<file path="src/pkg/synth_pkg.sv">
`default_nettype none
package synth_pkg;
    localparam logic [4:0] addr_fixed = 5'h18;
    localparam int dir_pos = 0;
    localparam int kind_pos = 7;
    localparam int pump_pos = 6;
    localparam int test_hi = 5;
    localparam int test_lo = 3;
    localparam int ref_hi = 2;
    localparam int ref_lo = 1;
    localparam int amp_pos = 0;
    localparam logic [2:0] test_normal = 3'h1;
    localparam logic [2:0] test_ref_cnt = 3'h4;
    localparam logic [2:0] test_ref_half = 3'h5;
    localparam logic [2:0] test_phase = 3'h0;
    localparam logic [7:0] control_reset = 8'h8e;
    localparam logic [3:0] band_reset = 4'h0;
    localparam logic [14:0] ratio_reset = 15'h0000;
    localparam logic [2:0] status_ones = 3'h7;
    localparam logic [1:0] ratio_64 = 2'h0;
    localparam logic [1:0] ratio_128 = 2'h1;
    localparam logic [1:0] ratio_80 = 2'h2;
    localparam logic [2:0] bit_last = 3'h7;
    typedef struct packed {
        logic [14:0] divide_ratio;
        logic pump_current_sel;
        logic [2:0] test_mode_sel;
        logic [1:0] ref_div_sel;
        logic tune_amp_off;
        logic [3:0] band_outputs;
    } settings_type;
    typedef struct packed {
        logic ge_01;
        logic ge_04;
        logic le_06;
        logic ge_09;
    } addr_level_type;
    typedef struct packed {
        logic ge_015;
        logic ge_030;
        logic ge_045;
        logic ge_060;
    } adc_level_type;
endpackage
`default_nettype wire

</file>
<file path="src/rtl/level_decode.sv">
`timescale 1ns/100ps
`default_nettype none
module level_decode
    import synth_pkg::*;
(
    input wire logic core_clk,
    input wire logic sys_rst,
    input wire addr_level_type addr_level,
    input wire adc_level_type adc_level,
    output logic [1:0] addr_select_bits,
    output logic [2:0] level_code
);
    always_ff @(posedge core_clk) begin
        if (sys_rst) begin
            addr_select_bits <= 2'h1;
        end else if (!addr_level.ge_01) begin
            addr_select_bits <= 2'h0;
        end else if (addr_level.ge_04 && addr_level.le_06) begin
            addr_select_bits <= 2'h2;
        end else if (addr_level.ge_09) begin
            addr_select_bits <= 2'h3;
        end else begin
            addr_select_bits <= 2'h1;
        end
    end
    always_ff @(posedge core_clk) begin
        if (sys_rst) begin
            level_code <= 3'h0;
        end else if (adc_level.ge_060) begin
            level_code <= 3'h4;
        end else if (adc_level.ge_045) begin
            level_code <= 3'h3;
        end else if (adc_level.ge_030) begin
            level_code <= 3'h2;
        end else if (adc_level.ge_015) begin
            level_code <= 3'h1;
        end else begin
            level_code <= 3'h0;
        end
    end
endmodule
`default_nettype wire

</file>
<file path="src/rtl/sync_bits.sv">
`timescale 1ns/100ps
`default_nettype none
module sync_bits #(
    parameter int width = 1,
    parameter logic [width-1:0] init_value = '0
) (
    input wire logic core_clk,
    input wire logic sys_rst,
    input wire logic [width-1:0] async_in,
    output logic [width-1:0] sync_out
);
    logic [width-1:0] stage;
    always_ff @(posedge core_clk) begin
        if (sys_rst) begin
            stage <= init_value;
            sync_out <= init_value;
        end else begin
            stage <= async_in;
            sync_out <= stage;
        end
    end
endmodule
`default_nettype wire

</file>
<file path="src/rtl/synth_i2c_control_port.sv">
// Operation
// - Address is 11000, two select bits, then direction: 0 write, 1 read.
// - Select bits come from the address pin voltage band.
// - First divider byte: 0 then ratio bits 14..8.
// - Second divider byte carries ratio bits 7..0.
// - Settings apply at the eighth bit of divider pair, control and band bytes, before ack.
// - Control byte leads with 1; next bit picks high or low pump current.
// - Test code 001 normal; 100 routes reference to out4, counter to out2.
// - Test code 101 routes reference to out4, half counter to out2.
// - Test code 000: data vs clock comparator result on check pin.
// - Reference select 11 gives 1/64, 01 gives 1/128, x0 gives 1/80.
// - Low control bit set turns tuning amp off, output low.
// - Status bit 7 is the power-up flag.
// - Status bit 6 is the lock flag.
// - Status bits 5..3 read 1; low bits give five-level input code.
// - After write address, leading 0 means divider, leading 1 control/band.
// - Data bytes continue until stop; latched data survive aborts.
// - Power-up flag sets at power-on, clears after status is read.
// - Band byte low nibble drives band outputs; bit 7 must be 1, bits 6..4 ignored.
`timescale 1ns/100ps
`default_nettype none
module synth_i2c_control_port
    import synth_pkg::*;
(
    input wire logic core_clk,
    input wire logic sys_rst,
    input wire logic scl_in,
    input wire logic sda_in,
    output logic sda_out,
    output logic sda_oe,
    input wire addr_level_type addr_level,
    input wire adc_level_type adc_level,
    input wire logic lock_detect_bit,
    input wire logic ref_div_signal,
    input wire logic main_count_signal,
    input wire logic phase_cmp_result,
    output settings_type settings,
    output logic [1:0] ref_ratio_sel,
    output logic tune_amp_enable,
    output logic [3:0] band_pins,
    output logic phase_test_active,
    output logic phase_cmp_data,
    output logic phase_cmp_ref,
    output logic check_output_pin,
    output logic power_up_flag
);
    typedef enum {
        st_idle,
        st_addr,
        st_addr_ack,
        st_wdata,
        st_wack,
        st_rdata,
        st_rack,
        st_skip
    } bus_state_type;

    logic scl_s;
    logic sda_s;
    logic scl_d;
    logic sda_d;
    logic [1:0] addr_select_bits;
    logic [2:0] level_code;
    bus_state_type state;
    logic [7:0] shift;
    logic [2:0] bit_cnt;
    logic dir_read;
    logic last_control;
    logic [6:0] ratio_high;
    logic high_valid;
    logic [7:0] status_byte;
    logic half_count;
    logic count_prev;
    logic scl_rise;
    logic scl_fall;
    logic start_seen;
    logic stop_seen;
    logic addr_match;
    logic [7:0] next_shift;
    addr_level_type addr_level_s;
    adc_level_type adc_level_s;
    logic lock_s;
    logic ref_s;
    logic count_s;
    logic cmp_s;

    function automatic logic [1:0] ratio_of(input logic [1:0] sel);
        if (!sel[0]) begin
            ratio_of = ratio_80;
        end else if (sel[1]) begin
            ratio_of = ratio_64;
        end else begin
            ratio_of = ratio_128;
        end
    endfunction

    // Bus lines idle high, so their synchronisers start high: no false edge after reset
    sync_bits #(.width(2), .init_value(2'h3)) u_sync (
        .core_clk(core_clk),
        .sys_rst(sys_rst),
        .async_in({scl_in, sda_in}),
        .sync_out({scl_s, sda_s})
    );

    // Analog comparator flags and loop signals come from other clocks
    sync_bits #(.width(8)) u_sync_levels (
        .core_clk(core_clk),
        .sys_rst(sys_rst),
        .async_in({addr_level, adc_level}),
        .sync_out({addr_level_s, adc_level_s})
    );

    sync_bits #(.width(4)) u_sync_loop (
        .core_clk(core_clk),
        .sys_rst(sys_rst),
        .async_in({lock_detect_bit, ref_div_signal, main_count_signal, phase_cmp_result}),
        .sync_out({lock_s, ref_s, count_s, cmp_s})
    );

    level_decode u_levels (
        .core_clk(core_clk),
        .sys_rst(sys_rst),
        .addr_level(addr_level_s),
        .adc_level(adc_level_s),
        .addr_select_bits(addr_select_bits),
        .level_code(level_code)
    );

    always_ff @(posedge core_clk) begin
        if (sys_rst) begin
            scl_d <= 1'b1;
            sda_d <= 1'b1;
        end else begin
            scl_d <= scl_s;
            sda_d <= sda_s;
        end
    end

    assign scl_rise = scl_s && !scl_d;
    assign scl_fall = !scl_s && scl_d;
    // Start and stop are data edges while the clock stays high
    assign start_seen = scl_s && scl_d && sda_d && !sda_s;
    assign stop_seen = scl_s && scl_d && !sda_d && sda_s;
    assign next_shift = {shift[6:0], sda_s};
    assign addr_match = next_shift[7:3] == addr_fixed
        && next_shift[2:1] == addr_select_bits;

    assign status_byte = {power_up_flag, lock_s, status_ones, level_code};

    // Serial engine
    always_ff @(posedge core_clk) begin
        if (sys_rst) begin
            state <= st_idle;
            shift <= 8'h00;
            bit_cnt <= 3'h0;
            dir_read <= 1'b0;
        end else if (start_seen) begin
            state <= st_addr;
            bit_cnt <= 3'h0;
        end else if (stop_seen) begin
            state <= st_idle;
        end else begin
            case (state)
                st_addr, st_wdata: begin
                    if (scl_rise) begin
                        shift <= next_shift;
                        bit_cnt <= bit_cnt + 3'h1;
                        if (bit_cnt == bit_last) begin
                            if (state == st_wdata) begin
                                state <= st_wack;
                            end else if (addr_match) begin
                                dir_read <= next_shift[dir_pos];
                                state <= st_addr_ack;
                            end else begin
                                state <= st_skip;
                            end
                        end
                    end
                end
                st_addr_ack, st_wack: begin
                    if (scl_rise) begin
                        state <= dir_read ? st_rdata : st_wdata;
                        // Status is frozen here so it cannot change mid-byte
                        if (dir_read) begin
                            shift <= status_byte;
                        end
                    end
                end
                st_rdata: begin
                    if (scl_rise) begin
                        bit_cnt <= bit_cnt + 3'h1;
                        if (bit_cnt == bit_last) begin
                            state <= st_rack;
                        end
                    end
                    if (scl_fall && bit_cnt != 3'h0) begin
                        shift <= {shift[6:0], 1'b1};
                    end
                end
                st_rack: begin
                    if (scl_rise) begin
                        state <= st_skip;
                    end
                end
                st_skip, st_idle: begin
                    state <= state;
                end
                default: begin
                    state <= st_idle;
                end
            endcase
        end
    end

    // Acknowledge and read data drive, changed while the clock is low and released at start or stop
    always_ff @(posedge core_clk) begin
        if (sys_rst) begin
            sda_oe <= 1'b0;
        end else if (scl_fall) begin
            case (state)
                st_addr_ack, st_wack: begin
                    sda_oe <= 1'b1;
                end
                st_rdata: begin
                    // The shift register moves on this same edge, so look one bit ahead
                    if (bit_cnt == 3'h0) begin
                        sda_oe <= !shift[7];
                    end else begin
                        sda_oe <= !shift[6];
                    end
                end
                default: begin
                    sda_oe <= 1'b0;
                end
            endcase
        end else if (start_seen || stop_seen) begin
            sda_oe <= 1'b0;
        end
    end
    assign sda_out = 1'b0;

    // Byte latching
    always_ff @(posedge core_clk) begin
        if (sys_rst) begin
            settings.divide_ratio <= ratio_reset;
            {settings.pump_current_sel, settings.test_mode_sel, settings.ref_div_sel,
                settings.tune_amp_off} <= control_reset[6:0];
            settings.band_outputs <= band_reset;
            ratio_high <= 7'h00;
            high_valid <= 1'b0;
            last_control <= 1'b0;
        end else if (start_seen) begin
            high_valid <= 1'b0;
            last_control <= 1'b0;
        end else if (state == st_wdata && scl_rise && bit_cnt == bit_last) begin
            // The low divider byte may lead with 1, so a pending pair outranks the kind bit
            if (high_valid) begin
                settings.divide_ratio <= {ratio_high, next_shift};
                high_valid <= 1'b0;
                last_control <= 1'b0;
            end else if (!next_shift[kind_pos]) begin
                ratio_high <= next_shift[6:0];
                high_valid <= 1'b1;
                last_control <= 1'b0;
            end else if (last_control) begin
                settings.band_outputs <= next_shift[3:0];
                last_control <= 1'b0;
            end else begin
                settings.pump_current_sel <= next_shift[pump_pos];
                settings.test_mode_sel <= next_shift[test_hi:test_lo];
                settings.ref_div_sel <= next_shift[ref_hi:ref_lo];
                settings.tune_amp_off <= next_shift[amp_pos];
                last_control <= 1'b1;
            end
        end
    end

    // Power-up flag clears once the status byte has been sent
    always_ff @(posedge core_clk) begin
        if (sys_rst) begin
            power_up_flag <= 1'b1;
        end else if (state == st_rack && scl_rise) begin
            power_up_flag <= 1'b0;
        end
    end

    // Half-rate counter output for test routing
    always_ff @(posedge core_clk) begin
        if (sys_rst) begin
            count_prev <= 1'b0;
            half_count <= 1'b0;
        end else begin
            count_prev <= count_s;
            if (count_s && !count_prev) begin
                half_count <= !half_count;
            end
        end
    end

    // Output routing
    always_ff @(posedge core_clk) begin
        if (sys_rst) begin
            band_pins <= band_reset;
            ref_ratio_sel <= ratio_64;
            tune_amp_enable <= !control_reset[amp_pos];
        end else begin
            ref_ratio_sel <= ratio_of(settings.ref_div_sel);
            tune_amp_enable <= !settings.tune_amp_off;
            case (settings.test_mode_sel)
                test_ref_cnt: begin
                    band_pins <= {ref_s, settings.band_outputs[2],
                        count_s, settings.band_outputs[0]};
                end
                test_ref_half: begin
                    band_pins <= {ref_s, settings.band_outputs[2],
                        half_count, settings.band_outputs[0]};
                end
                default: begin
                    band_pins <= settings.band_outputs;
                end
            endcase
        end
    end

    // Phase comparator test routing
    always_ff @(posedge core_clk) begin
        if (sys_rst) begin
            phase_test_active <= 1'b0;
            phase_cmp_data <= 1'b0;
            phase_cmp_ref <= 1'b0;
            check_output_pin <= 1'b0;
        end else begin
            phase_test_active <= settings.test_mode_sel == test_phase;
            phase_cmp_data <= sda_s;
            phase_cmp_ref <= scl_s;
            check_output_pin <= settings.test_mode_sel == test_phase && cmp_s;
        end
    end
endmodule
`default_nettype wire

</file>
<file path="config.mk">
export PLATFORM = sky130hd
export DESIGN_NAME = synth_i2c_control_port
export DESIGN_NICKNAME = d
export VERILOG_FILES = /design/src/pkg/synth_pkg.sv /design/src/rtl/level_decode.sv /design/src/rtl/sync_bits.sv /design/src/rtl/synth_i2c_control_port.sv
export SDC_FILE = /design/constraint.sdc
export NUM_CORES = 1
export LEC_CHECK = 0
export CORE_MARGIN = 2
export CORE_UTILIZATION = 45
export DETAILED_ROUTE_END_ITERATION = 6
export DONT_BUFFER_PORTS = 1
export PLACE_DENSITY = 0.59
export SETUP_SLACK_MARGIN = 0.3
export SYNTH_ARGS = -nofsm -noshare
export SYNTH_HDL_FRONTEND = slang
export SYNTH_SLANG_ARGS = --single-unit
</file>
<file path="constraint.sdc">
create_clock -name core_clk -period 3.75 [get_ports core_clk]
set_clock_uncertainty 0.1 [all_clocks]
set_input_delay 0.5625 -clock core_clk [delete_from_list [all_inputs] [get_ports core_clk]]
set_output_delay 0.5625 -clock core_clk [all_outputs]
set_load 0.05 [all_outputs]
</file>
; ---- After elaboration in Yosys (flattened, before gate mapping)
; Index checks and enable logic that the tools add are counted.
[word_totals]
wordCells = 162
out_inout_bits = 40
input_bits = 16
register_bits = 129
[op_classes]
bitwise = 9
reduce_logical = 49
n_mux = 36
addsub = 1
n_eq_ne = 29
[op_table]
columns = operator, n
row1 = $mux 32, 6
row2 = $eq 32x3->1 const B, 5
row3 = $pmux 32 s5, 1
row4 = $eq 32x2->1 const B, 2
row5 = $eq 32x1->1 const B, 1
row6 = $eq 32x4->1 const B, 1
row7 = $logic_not 32->1, 1
row8 = $mux 8, 4
row9 = $reduce_and 7->1, 4
row10 = $ne 4x4->1 const B, 6
row11 = $pmux 8 s3, 1
row12 = $mux 3, 6
row13 = $ne 2x2->1 const B, 8
row14 = $logic_and 1x1->1, 15
row15 = $reduce_or 2->1, 7
row16 = $mux 1, 13
row17 = $reduce_and 5->1, 2
row18 = $eq 3x3->1 const B, 3
row19 = $logic_not 1->1, 9
row20 = $not 1->1, 9
row21 = $pmux 4 s2, 1
row22 = $logic_not 3->1, 2
row23 = $mux 2, 3
row24 = $reduce_and 3->1, 2
row25 = 10 further kinds, 12

; ---- Longest topological paths before layout
[logic_depth]
depth_word = 9
depth_mapped = 8

; ---- Modules after synthesis
; From an unflattened synthesis, not the netlist that was laid out.
[hier_totals]
hier_cells = 369
area_unflattened_um2 = 3812.4
[by_module_without_submodules]
columns = module, instances, seq_area_each_um2, area_per_inst_um2, cells_each
row1 = synth_i2c_control_port, 1, 1341.3, 2869.0, 298
row2 = sync_bits at u_sync_levels, 1, 320.3, 464.2, 33
row3 = sync_bits at u_sync_loop, 1, 160.2, 210.2, 16
row4 = level_decode, 1, 100.1, 163.9, 14
row5 = sync_bits at u_sync, 1, 80.1, 105.1, 8

; ---- Worst setup path after synthesis
; Ideal clock, no wire load.
[synth_timing]
path_kind = register to register
start = register bit_cnt[1]
end = register settings[15] (netlist name)
path_slack_ns = 1.845
required_ns = 3.522
path_stages_with_launch = 9
arrival_time_ns = 1.678
setup_time_ns = 0.128
period_less_slack_ns = 1.905
cell_sequence = dfxtp_1 -> ha_1 -> ha_1 -> nand3b_4 -> or3_1 -> buf_6 -> buf_8 -> mux2i_1 -> nor2_1
[synth_between]
elab_chain_len = 3
[synth_rtl]
columns = element, line_no
row1 = from (decl), synth_i2c_control_port.sv:66  ; logic [2:0] bit_cnt;
row2 = from (signal assigned), synth_i2c_control_port.sv:167  ; bit_cnt <= bit_cnt + 3'h1;
row3 = from (signal assigned), synth_i2c_control_port.sv:191  ; bit_cnt <= bit_cnt + 3'h1;
row4 = $eq 3x3->1, synth_i2c_control_port.sv:255  ; end else if (state == st_wdata && scl_rise && bit_cnt == bit_last) begin
row5 = $logic_and 1x1->1, synth_i2c_control_port.sv:255
row6 = $reduce_and 3->1 (no line), n/a
row7 = to (decl), synth_i2c_control_port.sv:37  ; output settings_type settings,
; Every way passes these cells.
; A chain may end at the register's enable or synchronous reset.

; ---- Worst setup path after layout
[layout_timing]
start = register state[0]
end = register settings[13] (netlist name)
[layout_between]
elab_chain_len = 4
[layout_rtl]
columns = element, line_no
row1 = from (decl), synth_i2c_control_port.sv:64  ; bus_state_type state;
row2 = from (signal assigned), synth_i2c_control_port.sv:153  ; state <= st_idle;
row3 = from (signal assigned), synth_i2c_control_port.sv:158  ; state <= st_addr;
row4 = from (signal assigned), synth_i2c_control_port.sv:161  ; state <= st_idle;
row5 = $eq 32x3->1, synth_i2c_control_port.sv:255
row6 = $logic_and 1x1->1 (2 in a row), synth_i2c_control_port.sv:255
row7 = $reduce_and 3->1 (no line), n/a
; Every way passes these cells.

==> reports/results.txt <==
Initial DRC count -> 114
Hpwl dp -> 4.59 mm
Commonest non-fill, non-tap cells in the layout -> dfxtp_1 (100), mux2i_1 (40), nor2_1 (38)
Core Box Area -> 8180 sq um
Clk_lat worst skew -> 0.37 ns
Initial DRT Pass Iterations -> 4
RD Place Congestion -> 0.850
HP Class -> primary input to register
Slowest CP cell -> dfxtp_1
Synth Register Bits -> 100
First-pass GRT wire length -> 11.6 mm
Max-cap violations -> 0
Max IR drop VDD -> 0.248 mV
Initial antenna violation count -> 0
Reg2Reg Depth -> 4
Total track usage -> 0.167
Ratio of cells with drive above 1 in the final layout -> 0.0767
Tmin final -> 2.35 ns
Post-synth top flop -> dfxtp_1
Final max-slew violation count -> 0
Area Overhead vs Synth -> 6.26%
Total power -> 0.00189 W
CP Capture Type -> register
Unrepaired setup endpoints after global routing -> false
R2R Path Start -> state[0]
Setup crit start kind -> register
Outcome -> finished clean
Die Y -> 95.4 um
Critical path class -> register to register
Post-synthesis net count -> 388
Required @ worst endpoint -> 3.91 ns
I/O Pins -> 56
TNS Setup -> 0 ns
Post-route ant nets -> 0
N_diodes -> 0
DR DRC count -> 0
Total grt overflow -> 0
Met1 WL -> 3.41 mm
Vias/cell -> 5.10
Finish-stage setup viols -> 0
Pin count of the biggest net entering global routing -> 77
Worst-path clk slew -> 0.11 ns
Syn Area/Cell -> 10.2 sq um
Flop2flop setup slack -> 1.40 ns
Cells after Synth -> 369
Vias in the first global route -> 2301
EDFF count, synth -> 0
Total CTS buffers -> 9
Max FO, Critical Path -> 24
Synth Warn # -> 0
FF-to-FF End -> settings[13]
Clock Sinks -> 100
Met3 WL post-DR -> 363 um
Metal2 WL -> 3.00 mm
CTS max path bufs -> 2
Static Leak -> 1.63 nW
CP endpoint -> settings[13]
Number of fill cells -> 756
Critical Path Source -> state[0]
Unique masters post-synth -> 47
H-tree levels -> 3
Worst-margin pin slew -> 0.876 ns
CTS resizes -> 0
Worst Path Arrival -> 2.51 ns
Max frequency -> 425 MHz
IO buf count -> 0
Row cnt -> 33
Number of hold buffers added after cts -> 0
Die ar. -> 9100 sq um
Highest Signal Layer -> met4
Largest stage delay on the critical path -> 0.85 ns
Routed len/inst -> 14.6 um
Post-CTS setup repair buffer count -> 0
Max_slew headroom -> 0.412
Final Hold Viols -> 0
Root Buffer -> clkbuf_8
Die W -> 95.4 um
Post-layout net count -> 379
Final worst-path cycle share -> 0.627
CTS tree -> done
Async SR Flop Fraction -> 0
Commonest non-fill, non-tap cell in the layout -> dfxtp_1
Cell breakdown of the critical path -> nand3b_4 -> or3_1 -> mux2i_1 -> nor2_1
Synth Cell Area -> 3760 sq um
DRT Wirelength -> 6.87 mm
Sequential element share of the synthesized area -> 0.532
Via count -> 2398
Starting Density -> 0.460
Pwr per Cell Area -> 472 nW/um^2
## stage by stage
stage | util | cell area [sq um] | cells | hold slack [ns] | worst slack (ns)
detailed placement | 0.463 | 3780 | 454 | 0.296 | 1.39
global route | 0.489 | 4000 | 470 | 0.115 | 1.18
floorplan | - | 3760 | 369 | 0.289 | 1.84
finish | 0.489 | 4000 | 470 | 0.151 | 1.40
CTS | 0.489 | 4000 | 470 | 0.131 | 1.38
global placement | 0.463 | 3780 | 454 | 0.291 | 1.44
## layer usage
layer / global-route usage / vias to the layer above
li1: - / 1233
met1: 0.237 / 1102
met2: 0.245 / 54
met3: 0.0411 / 9
met4: 0.0643 / 0
met5: 0 / -
## where the power goes
part	switching [W]	total (W)	internal [W]	leakage [nW]
clock	0.000420	0.000689	0.000269	0.105
combinational	0.0000372	0.0000716	0.0000344	0.715
sequential	0.0000369	0.00113	0.00109	0.814
total	0.000494	0.00189	0.00139	1.63
## worst max-delay path, delay by kind of cell, from the launching register on
family,cells,cell delay [ns]
flip-flops,1,0.85
AND/OR/NAND/NOR,3,1.01
multiplexers,1,0.28
## cell type report
type	count	area, sq um	area share
Sequential cell	100	2000	0.501
Clock buffer	9	124	0.0310
Clock inverter	7	86.3	0.0216
Tap cell	105	131	0.0329
Inverter	12	45.0	0.0113
Multi-Input combinational cell	237	1610	0.402
## cell families after synthesis
group | count (synthesis) | synth area share
buf+inv | 32 | 0.0403
fa+ha+maj | 3 | 0.00998
mux | 41 | 0.109
compound gates | 46 | 0.0812
simple gates | 140 | 0.212
other cells | 1 | 0.000997
flops | 100 | 0.532
xor+xnor | 6 | 0.0140
## sequential cells by signal, summed over array words and instances (netlist names), 2 cells and up
signal and count:
band_pins 4, bit_cnt 3, ratio_high 7, ref_ratio_sel 2, settings 26, shift 8
state 3, u_levels.addr_select_bits 2, u_levels.level_code 3, u_sync.stage 2, u_sync.sync_out 2, u_sync_levels.stage 8
u_sync_levels.sync_out 8, u_sync_loop.stage 4, u_sync_loop.sync_out 4
## synth_stat cells, types with 2 or more instances
cell | count | share of area
nor4_4 | 2 | 0.011
nand2b_1 | 3 | 0.0050
xnor2_1 | 6 | 0.014
buf_2 | 7 | 0.0093
a21oi_1 | 10 | 0.013
o21ai_0 | 11 | 0.015
clkbuf_1 | 10 | 0.010
o211a_1 | 2 | 0.0053
nand4_1 | 2 | 0.0033
nand3_1 | 5 | 0.0067
or3_1 | 4 | 0.0067
inv_1 | 12 | 0.012
ha_1 | 3 | 0.010
o41ai_1 | 2 | 0.0047
o21a_1 | 4 | 0.0080
nor2_1 | 38 | 0.038
o31ai_1 | 4 | 0.0080
o211ai_1 | 3 | 0.0060
or2_2 | 6 | 0.010
nor2b_1 | 33 | 0.055
nor3_1 | 7 | 0.0093
nor3b_1 | 6 | 0.012
nor4_1 | 2 | 0.0033
nand2_1 | 22 | 0.022
a211oi_1 | 3 | 0.0060
mux2i_1 | 40 | 0.11
dfxtp_1 | 100 | 0.53
nand3b_1 | 2 | 0.0040
nand3b_4 | 2 | 0.011
## worst min-delay path by stage
stage,startpoint,to,slack (ns),depth (start not counted)
floorplan,u_sync.stage[0],u_sync.sync_out[0],0.29,1
global placement,u_sync.stage[1],u_sync.sync_out[1],0.29,1
detailed placement,u_sync.stage[1],u_sync.sync_out[1],0.30,1
CTS,sys_rst,u_sync_levels.stage[6],0.13,1
global route,sys_rst,u_sync_levels.sync_out[4],0.12,1
finish,sys_rst,u_sync_levels.sync_out[7],0.15,1
Note: power is estimated with default switching activity, not from simulation.
